$ cat src/logic/irq_prio_pkg.sv
// Package for the per-source interrupt priority and enable block.
// Assumes a 16-bit register port with one-cycle read latency.
package irq_prio_pkg;

   // Register indices on the plain register port
   localparam logic [2:0] ADDR_ENABLE_ONE   = 3'h0;
   localparam logic [2:0] ADDR_CMP_CAP_PRIO = 3'h1;
   localparam logic [2:0] ADDR_CRC_SER_PRIO = 3'h2;
   localparam logic [2:0] ADDR_SER3_PRIO    = 3'h3;
   localparam logic [2:0] ADDR_SER4_PRIO    = 3'h4;
   localparam logic [2:0] ADDR_STATUS       = 3'h5;

   // Implemented-bit masks per register
   localparam logic [15:0] MASK_ENABLE_ONE   = 16'h000f;
   localparam logic [15:0] MASK_CMP_CAP_PRIO = 16'h7777;
   localparam logic [15:0] MASK_CRC_SER_PRIO = 16'h7770;
   localparam logic [15:0] MASK_SER3_PRIO    = 16'h7770;
   localparam logic [15:0] MASK_SER4_PRIO    = 16'h0077;

   // Reset values: every field level 4
   localparam logic [15:0] RST_ENABLE_ONE   = 16'h0000;
   localparam logic [15:0] RST_CMP_CAP_PRIO = 16'h4444;
   localparam logic [15:0] RST_CRC_SER_PRIO = 16'h4440;
   localparam logic [15:0] RST_SER3_PRIO    = 16'h4440;
   localparam logic [15:0] RST_SER4_PRIO    = 16'h0044;

   // Enable bit positions
   localparam int EN_CHANGE_NOTIFY = 3;
   localparam int EN_COMPARATOR    = 2;
   localparam int EN_I2C_MASTER    = 1;
   localparam int EN_I2C_SLAVE     = 0;

   // Field positions (low bit of each three-bit field)
   localparam int FLD_HI  = 12;
   localparam int FLD_MH  = 8;
   localparam int FLD_ML  = 4;
   localparam int FLD_LO  = 0;

   localparam int          NUM_SRC     = 15;
   localparam logic [2:0]  LEVEL_OFF   = 3'h0;

   typedef struct packed
   {
      logic [2:0] addr;
      logic [15:0] wdata;
      logic        wr;
      logic        rd;
   } reg_req_t;

   typedef struct packed
   {
      logic       valid;
      logic [3:0] source;
      logic [2:0] level;
   } irq_out_t;

endpackage

$ cat src/logic/interrupt_priority_enable.sv
// Per-source interrupt priority and enable registers with a priority arbiter.
// Assumes pending flags arrive as synchronous levels from the peripherals and
// that the core takes the presented request from registered outputs.
//
// Operation
// - Field value 111 is level 7, the highest level.
// - Field value 000 disables the source regardless of enable.
// - Values 001 to 110 map to levels 1 to 6.
// - Reset loads every implemented priority field with 100.
// - Unimplemented priority bits ignore writes and read zero.
// - Checksum error 14-12, serial2 error 10-8, serial1 error 6-4.
// - Serial3 transmit 14-12, receive 10-8, error 6-4.
// - Enable bit 3 change notify, bit 2 comparator.
// - Enable bit 1 I2C master event, bit 0 I2C slave event.
// - Enable one passes the request, zero blocks it.
//
// The address map and the plain strobed port were chosen for this implementation.
`timescale 1ns/1ps

module interrupt_priority_enable
(
   // Clock and reset
   input  wire logic                      core_clk,
   input  wire logic                      rst_n,
   // Register port
   input  wire irq_prio_pkg::reg_req_t    reg_req,
   output logic [15:0]                    reg_rdata,
   // Pending flags: 0-3 compare/capture, 4-6 crc/serial err, 7-9 serial3,
   // 10-11 serial4, 12 change notify, 13 comparator, 14 i2c master
   input  wire logic [14:0]               pend_flags,
   input  wire logic                      i2c_slave_pend,
   // Request to the core
   output irq_prio_pkg::irq_out_t         irq_out,
   output logic [3:0]                     enable_bits
);

   // Stored registers
   logic [15:0]            enable_one_r;
   logic [15:0]            cmp_cap_r;
   logic [15:0]            crc_ser_r;
   logic [15:0]            ser3_r;
   logic [15:0]            ser4_r;
   // Named fields and enables
   logic [2:0]             compare7_priority;
   logic [2:0]             compare6_priority;
   logic [2:0]             compare5_priority;
   logic [2:0]             capture6_priority;
   logic [2:0]             checksum_error_priority;
   logic [2:0]             serial2_error_priority;
   logic [2:0]             serial1_error_priority;
   logic [2:0]             serial3_transmit_priority;
   logic [2:0]             serial3_receive_priority;
   logic [2:0]             serial3_error_priority;
   logic [2:0]             serial4_transmit_priority;
   logic [2:0]             serial4_receive_priority;
   logic                   change_notify_enable;
   logic                   comparator_enable;
   logic                   i2c_master_event_enable;
   logic                   i2c_slave_event_enable;
   // Write selects
   logic                   wr_enable_one;
   logic                   wr_cmp_cap;
   logic                   wr_crc_ser;
   logic                   wr_ser3;
   logic                   wr_ser4;
   // Read path
   logic [15:0]            rdata_nxt;
   logic [15:0]            status_word;
   // Arbiter
   logic [2:0]             lvl       [0:irq_prio_pkg::NUM_SRC];
   logic [15:0]            pend_all;
   logic [15:0]            src_gate;
   logic [15:0]            eff_pend;
   logic [2:0]             grp_lvl   [0:3];
   logic [1:0]             grp_sel   [0:3];
   logic [2:0]             best_lvl_nxt;
   logic [3:0]             best_src_nxt;
   logic                   best_valid_nxt;
   irq_prio_pkg::irq_out_t irq_nxt;

   function automatic logic [15:0] masked(input logic [15:0] d, input logic [15:0] m);
      masked = d & m;
   endfunction

   // status index and unmapped indices select nothing
   always_comb
   begin
      wr_enable_one = 1'b0;
      wr_cmp_cap    = 1'b0;
      wr_crc_ser    = 1'b0;
      wr_ser3       = 1'b0;
      wr_ser4       = 1'b0;
      if (reg_req.wr)
      begin
         case (reg_req.addr)
            irq_prio_pkg::ADDR_ENABLE_ONE:
               wr_enable_one = 1'b1;
            irq_prio_pkg::ADDR_CMP_CAP_PRIO:
               wr_cmp_cap = 1'b1;
            irq_prio_pkg::ADDR_CRC_SER_PRIO:
               wr_crc_ser = 1'b1;
            irq_prio_pkg::ADDR_SER3_PRIO:
               wr_ser3 = 1'b1;
            irq_prio_pkg::ADDR_SER4_PRIO:
               wr_ser4 = 1'b1;
            default:
            begin
            end
         endcase
      end
   end

   always_ff @(posedge core_clk)
   begin
      if (!rst_n)
      begin
         enable_one_r <= irq_prio_pkg::RST_ENABLE_ONE;
      end
      else if (wr_enable_one)
      begin
         enable_one_r <= masked(reg_req.wdata, irq_prio_pkg::MASK_ENABLE_ONE);
      end
   end

   always_ff @(posedge core_clk)
   begin
      if (!rst_n)
      begin
         cmp_cap_r <= irq_prio_pkg::RST_CMP_CAP_PRIO;
      end
      else if (wr_cmp_cap)
      begin
         cmp_cap_r <= masked(reg_req.wdata, irq_prio_pkg::MASK_CMP_CAP_PRIO);
      end
   end

   always_ff @(posedge core_clk)
   begin
      if (!rst_n)
      begin
         crc_ser_r <= irq_prio_pkg::RST_CRC_SER_PRIO;
      end
      else if (wr_crc_ser)
      begin
         crc_ser_r <= masked(reg_req.wdata, irq_prio_pkg::MASK_CRC_SER_PRIO);
      end
   end

   always_ff @(posedge core_clk)
   begin
      if (!rst_n)
      begin
         ser3_r <= irq_prio_pkg::RST_SER3_PRIO;
      end
      else if (wr_ser3)
      begin
         ser3_r <= masked(reg_req.wdata, irq_prio_pkg::MASK_SER3_PRIO);
      end
   end

   always_ff @(posedge core_clk)
   begin
      if (!rst_n)
      begin
         ser4_r <= irq_prio_pkg::RST_SER4_PRIO;
      end
      else if (wr_ser4)
      begin
         ser4_r <= masked(reg_req.wdata, irq_prio_pkg::MASK_SER4_PRIO);
      end
   end

   assign enable_bits = enable_one_r[3:0];

   assign compare7_priority         = cmp_cap_r[irq_prio_pkg::FLD_HI +: 3];
   assign compare6_priority         = cmp_cap_r[irq_prio_pkg::FLD_MH +: 3];
   assign compare5_priority         = cmp_cap_r[irq_prio_pkg::FLD_ML +: 3];
   assign capture6_priority         = cmp_cap_r[irq_prio_pkg::FLD_LO +: 3];
   assign checksum_error_priority   = crc_ser_r[irq_prio_pkg::FLD_HI +: 3];
   assign serial2_error_priority    = crc_ser_r[irq_prio_pkg::FLD_MH +: 3];
   assign serial1_error_priority    = crc_ser_r[irq_prio_pkg::FLD_ML +: 3];
   assign serial3_transmit_priority = ser3_r[irq_prio_pkg::FLD_HI +: 3];
   assign serial3_receive_priority  = ser3_r[irq_prio_pkg::FLD_MH +: 3];
   assign serial3_error_priority    = ser3_r[irq_prio_pkg::FLD_ML +: 3];
   assign serial4_transmit_priority = ser4_r[irq_prio_pkg::FLD_ML +: 3];
   assign serial4_receive_priority  = ser4_r[irq_prio_pkg::FLD_LO +: 3];

   assign change_notify_enable    = enable_one_r[irq_prio_pkg::EN_CHANGE_NOTIFY];
   assign comparator_enable       = enable_one_r[irq_prio_pkg::EN_COMPARATOR];
   assign i2c_master_event_enable = enable_one_r[irq_prio_pkg::EN_I2C_MASTER];
   assign i2c_slave_event_enable  = enable_one_r[irq_prio_pkg::EN_I2C_SLAVE];

   // Field map, one slot per source; slot 15 is the I2C slave event
   assign lvl[0]  = compare7_priority;
   assign lvl[1]  = compare6_priority;
   assign lvl[2]  = compare5_priority;
   assign lvl[3]  = capture6_priority;
   assign lvl[4]  = checksum_error_priority;
   assign lvl[5]  = serial2_error_priority;
   assign lvl[6]  = serial1_error_priority;
   assign lvl[7]  = serial3_transmit_priority;
   assign lvl[8]  = serial3_receive_priority;
   assign lvl[9]  = serial3_error_priority;
   assign lvl[10] = serial4_transmit_priority;
   assign lvl[11] = serial4_receive_priority;
   // Enable-gated sources have no priority field here; fixed level 4
   assign lvl[12] = 3'h4;
   assign lvl[13] = 3'h4;
   assign lvl[14] = 3'h4;
   assign lvl[15] = 3'h4;

   assign pend_all = {i2c_slave_pend, pend_flags};

   // sources 12 to 15 pass only with their enable bit
   assign src_gate = {i2c_slave_event_enable,
                      i2c_master_event_enable,
                      comparator_enable,
                      change_notify_enable,
                      12'hfff};

   // a zero field drops its source before arbitration
   for (genvar s = 0; s <= irq_prio_pkg::NUM_SRC; s++)
   begin : g_src
      assign eff_pend[s] = pend_all[s] & src_gate[s]
                           & (lvl[s] != irq_prio_pkg::LEVEL_OFF);
   end

   // first stage over four neighbours; two stages keep the chain short
   for (genvar g = 0; g < 4; g++)
   begin : g_grp
      logic [2:0] lvl_g;
      logic [1:0] sel_g;

      always_comb
      begin
         lvl_g = irq_prio_pkg::LEVEL_OFF;
         sel_g = 2'h0;
         for (int k = 0; k < 4; k++)
         begin
            if (eff_pend[4 * g + k] && lvl[4 * g + k] > lvl_g)
            begin
               lvl_g = lvl[4 * g + k];
               sel_g = 2'(k);
            end
         end
      end

      assign grp_lvl[g] = lvl_g;
      assign grp_sel[g] = sel_g;
   end

   // second stage; strict compare keeps the lower index on a tie
   always_comb
   begin
      best_lvl_nxt = irq_prio_pkg::LEVEL_OFF;
      best_src_nxt = 4'h0;
      for (int j = 0; j < 4; j++)
      begin
         if (grp_lvl[j] > best_lvl_nxt)
         begin
            best_lvl_nxt = grp_lvl[j];
            best_src_nxt = {2'(j), grp_sel[j]};
         end
      end
   end

   assign best_valid_nxt = (best_lvl_nxt != irq_prio_pkg::LEVEL_OFF);

   // Packed request toward the core
   always_comb
   begin
      irq_nxt        = '0;
      irq_nxt.valid  = best_valid_nxt;
      irq_nxt.source = best_src_nxt;
      irq_nxt.level  = best_lvl_nxt;
   end

   // Registered so the core never sees arbiter glitches
   always_ff @(posedge core_clk)
   begin
      if (!rst_n)
      begin
         irq_out <= '0;
      end
      else
      begin
         irq_out <= irq_nxt;
      end
   end

   // Live arbiter view, read-only
   assign status_word = {8'h00, best_src_nxt, best_valid_nxt, best_lvl_nxt};

   // readback, masked so unimplemented bits read zero
   always_comb
   begin
      case (reg_req.addr)
         irq_prio_pkg::ADDR_ENABLE_ONE:
            rdata_nxt = enable_one_r & irq_prio_pkg::MASK_ENABLE_ONE;
         irq_prio_pkg::ADDR_CMP_CAP_PRIO:
            rdata_nxt = cmp_cap_r & irq_prio_pkg::MASK_CMP_CAP_PRIO;
         irq_prio_pkg::ADDR_CRC_SER_PRIO:
            rdata_nxt = crc_ser_r & irq_prio_pkg::MASK_CRC_SER_PRIO;
         irq_prio_pkg::ADDR_SER3_PRIO:
            rdata_nxt = ser3_r & irq_prio_pkg::MASK_SER3_PRIO;
         irq_prio_pkg::ADDR_SER4_PRIO:
            rdata_nxt = ser4_r & irq_prio_pkg::MASK_SER4_PRIO;
         irq_prio_pkg::ADDR_STATUS:
            rdata_nxt = status_word;
         default:
            rdata_nxt = 16'h0000;
      endcase
   end

   // Read data only in the cycle after the strobe
   always_ff @(posedge core_clk)
   begin
      if (!rst_n)
      begin
         reg_rdata <= 16'h0000;
      end
      else if (reg_req.rd)
      begin
         reg_rdata <= rdata_nxt;
      end
      else
      begin
         reg_rdata <= 16'h0000;
      end
   end

endmodule

$ cat config.mk
export PLATFORM = sky130hd
export DESIGN_NAME = interrupt_priority_enable
export DESIGN_NICKNAME = d
export VERILOG_FILES = /design/src/logic/irq_prio_pkg.sv /design/src/logic/interrupt_priority_enable.sv
export SDC_FILE = /design/constraint.sdc
export NUM_CORES = 1
export LEC_CHECK = 0
export BUFFER_PORTS_ARGS = -buffer_cell sky130_fd_sc_hd__buf_2
export CAP_MARGIN = 0
export CORE_ASPECT_RATIO = 1.2
export CORE_MARGIN = 2
export CORE_UTILIZATION = 32
export CTS_CLUSTER_SIZE = 28
export DETAILED_ROUTE_END_ITERATION = 6
export PLACE_DENSITY = 0.48
export SYNTH_ARGS = -nofsm -noshare
export SYNTH_HDL_FRONTEND = slang
export SYNTH_SLANG_ARGS = --single-unit
$ cat constraint.sdc
create_clock -name core_clk -period 17.9 [get_ports core_clk]
set_clock_uncertainty 0.05 [all_clocks]
set_input_delay 0.895 -clock core_clk [delete_from_list [all_inputs] [get_ports core_clk]]
set_output_delay 0.895 -clock core_clk [all_outputs]
set_load 0.02 [all_outputs]
==> impl_metrics.csv <==
group,metric,value,unit
run_status,status,"complete, no violations",
cts,cts_tree,"yes",
final_layout,antenna_cells,0,
logic_synthesis,synth.distinct_cells,61,
setup_path,cp_max_fo,11,
pwr,peakVddDrop,0.00004611,V
setup_path,crit_slowest_cell,"o21ai_1",
logic_synthesis,ys_warn_count,0,
global_routing,use_met2,32.02,%
min_path,min_path_type,"flip-flop to flip-flop",
die,num_rows,45,
timing,hold_viol_final,0,
logic_synthesis,synth_area,4093,um2
global_routing,overflow,0,
global_routing,grt_pass1_vias,3759,
timing,whs,0.4298,ns
logic_synthesis,synth_seq_cells,62,
setup_path,crit_buf_inv,1,
routing,first_pass_iters,5,
final_layout,drive_gt1_share,17.70,%
die,core,12560,um2
cts,worstSkewPairLatency,0.33,ns
global_routing,top_usage_layer,"met2",
timing,rsz0062_at_grt,"no",
routing,vias_per_cell,5.223,
routing,postRouteAntennaNets,0,
timing,timing.setup.tns,0,ns
logic_synthesis,ys_top_cells_by_area,"dfxtp_1, ha_1, nand2_1, mux2i_1, nor2_1",
logic_synthesis,synth.most_common_cell,"nand2_1",
cts,htreeDepth,3,
cts,ctsHoldBuffers,0,
cts,post_cts_resized,0,
logic_synthesis,yosys.area.top_type_share,30.33,%
global_routing,antenna_found_initial,0,
pwr,power_leakage,2.014,nW
logic_synthesis,synth_common_cells,"nand2_1, dfxtp_1, nor2_1, a21oi_1, ha_1",
die,die_area,13710,um2
place,io_buffers,61,
timing,worst_pin_slew,1.176,ns
logic_synthesis,syn_inst,529,
logic_synthesis,synth_top_cell_by_area,"dfxtp_1",
setup_path,cp-end-kind,"flip-flop",
routing,routedWlPerCell,16.40,um
timing,fmax,0.1168,GHz
logic_synthesis,ys_seq_area_share,30.33,%
setup_path,start_kind,"input port",
pwr,finalPower,0.5397,mW
setup_path,path_delay_family,"compound AO/OA/AOI/OAI gates",
global_routing,met1_usage,23.07,%
logic_synthesis,postSynth.asyncResetShare,0,%
routing,via_count,3896,
place,globalplace.congestion,0.8527,
cts,cts.root.buffer_cell,"clkbuf_16",
timing,setup_viol,0,
setup_path,critPathMaxStageDelay,0.57,ns
cts,post-cts-setup-buffer-count,0,
die,pin_count,67,
timing,relSlewSlack,21.50,%
global_routing,grt_use_total,18.50,%
final_layout,nets,648,
setup_path,crit_required,18.05,ns
routing,routed_wl,12240,um
logic_synthesis,avgSynthCellArea,7.737,um2
die,die_y,127.9,um
routing,drtIter0Drc,187,
final_layout,syn_to_final_growth,17.18,%
cts,clkSinkCount,62,
setup_path,path_class,"input port to flip-flop",
cts,clk_pin_slew,0.05,ns
timing,slew_violations,0,
global_routing,grt_max_degree,34,
job,cap_violations,0,
timing,min_period_over_period,47.81,%
cts,cts_max_path_buffers,2,
die,start_util,32.60,%
timing,period_minus_slack,8.558,ns
pwr,power.density,112.5,nW/um2
routing,drc_errors,0,
logic_synthesis,synth-edff-count,0,
global_routing,met3_usage,3.050,%
die,die_w,107.2,um
place,dp_hpwl,9502,um
logic_synthesis,yosys_most_used_dff,"dfxtp_1",
cts,cts_buffers,9,
setup_path,crit_arrival,8.71,ns
global_routing,grt_first_pass_wirelength,19730,um
-- flip-flops by register name, indices dropped and copies added (netlist names) --
signal and flops:
reg_rdata 14, cmp_cap_r 12, crc_ser_r 9, ser3_r 9
irq_out 8, ser4_r 6, enable_one_r 4
-- cells in the final DEF (no fill, tap or decap), drive strengths merged, types with 4 or more instances in the layout --
master / n
a21o: 7
o21ai: 26
mux2i: 19
dfxtp: 62
a211oi: 6
nand3: 20
ha: 32
clkbuf: 13
o31ai: 5
nor3: 5
nand2: 103
o211ai: 4
nor2b: 13
a32o: 5
o22ai: 6
a22oi: 13
inv: 26
or2: 6
o21a: 9
nor2: 47
a21oi: 36
a31oi: 10
buf: 61
and2: 8
mux2: 6
-- worst register-to-register path: cells and delay by family (launching register included) --
kind / cells / cell delay [ns]
simple gates: 12 / 1.77
fa+ha+maj: 5 / 1.44
compound gates: 18 / 4.53
flops: 1 / 0.35
-- layout make-up --
type                       instances  area, um2
clock buffer                      13      260.3
clock inverter                     3      42.54
fill                            1360       7760
inverter                          26      97.59
multi-input combinational        417       2644
sequential                        62       1241
tap                              164      205.2
timing repair buffer              61      305.3
-- report_power, final --
group          internal [mW]  leakage [nW]  switching [mW]  total, mW
clock network          0.115         0.146          0.0635      0.179
registers              0.149         0.504         0.00518      0.155
logic                 0.0769          1.36           0.130      0.206
-- path summary, 6_finish.rpt --
path	from	endpoint	slack, ns	cells past startpoint
worst max register to register	cmp_cap_r[13]$_SDFFE_PN0P_	reg_rdata[3]$_SDFF_PN0_	9.64	35
worst min-delay path	cmp_cap_r[13]$_SDFFE_PN0P_	cmp_cap_r[13]$_SDFFE_PN0P_	0.43	2
worst min register to register	cmp_cap_r[13]$_SDFFE_PN0P_	cmp_cap_r[13]$_SDFFE_PN0P_	0.43	2
worst max-delay path	pend_flags[0]	reg_rdata[3]$_SDFF_PN0_	9.34	36
-- layer usage --
| metal | routed length, um | share of wire (%) |
|---|---|---|
| met4 | 199 | 1.6 |
| met2 | 6066 | 50 |
| met5 | 0 | 0 |
| met1 | 5477 | 45 |
| met3 | 493 | 4.0 |
-- metrics by stage --
step,utilization (%),area (um2),std cells,setup WS (ns)
floorplan,-,4096,530,10.65
global placement,35.78,4493,730,9.237
detailed placement,35.78,4493,730,9.097
CTS,38.20,4796,746,9.417
global route,38.20,4796,746,8.717
finish,38.20,4796,746,9.342
-- kinds of logic after synthesis --
| group | after synthesis | share of synthesized area (%) |
|---|---|---|
| muxes | 25 | 6.298 |
| AOI/OAI and AO/OA | 146 | 25.62 |
| buffers and inverters | 51 | 5.166 |
| adders and majority gates | 33 | 10.06 |
| and+or+nand+nor | 211 | 22.44 |
| other | 1 | 0.09163 |
| DFF | 62 | 30.33 |
No activity file was read; power rests on OpenSTA's default activity.
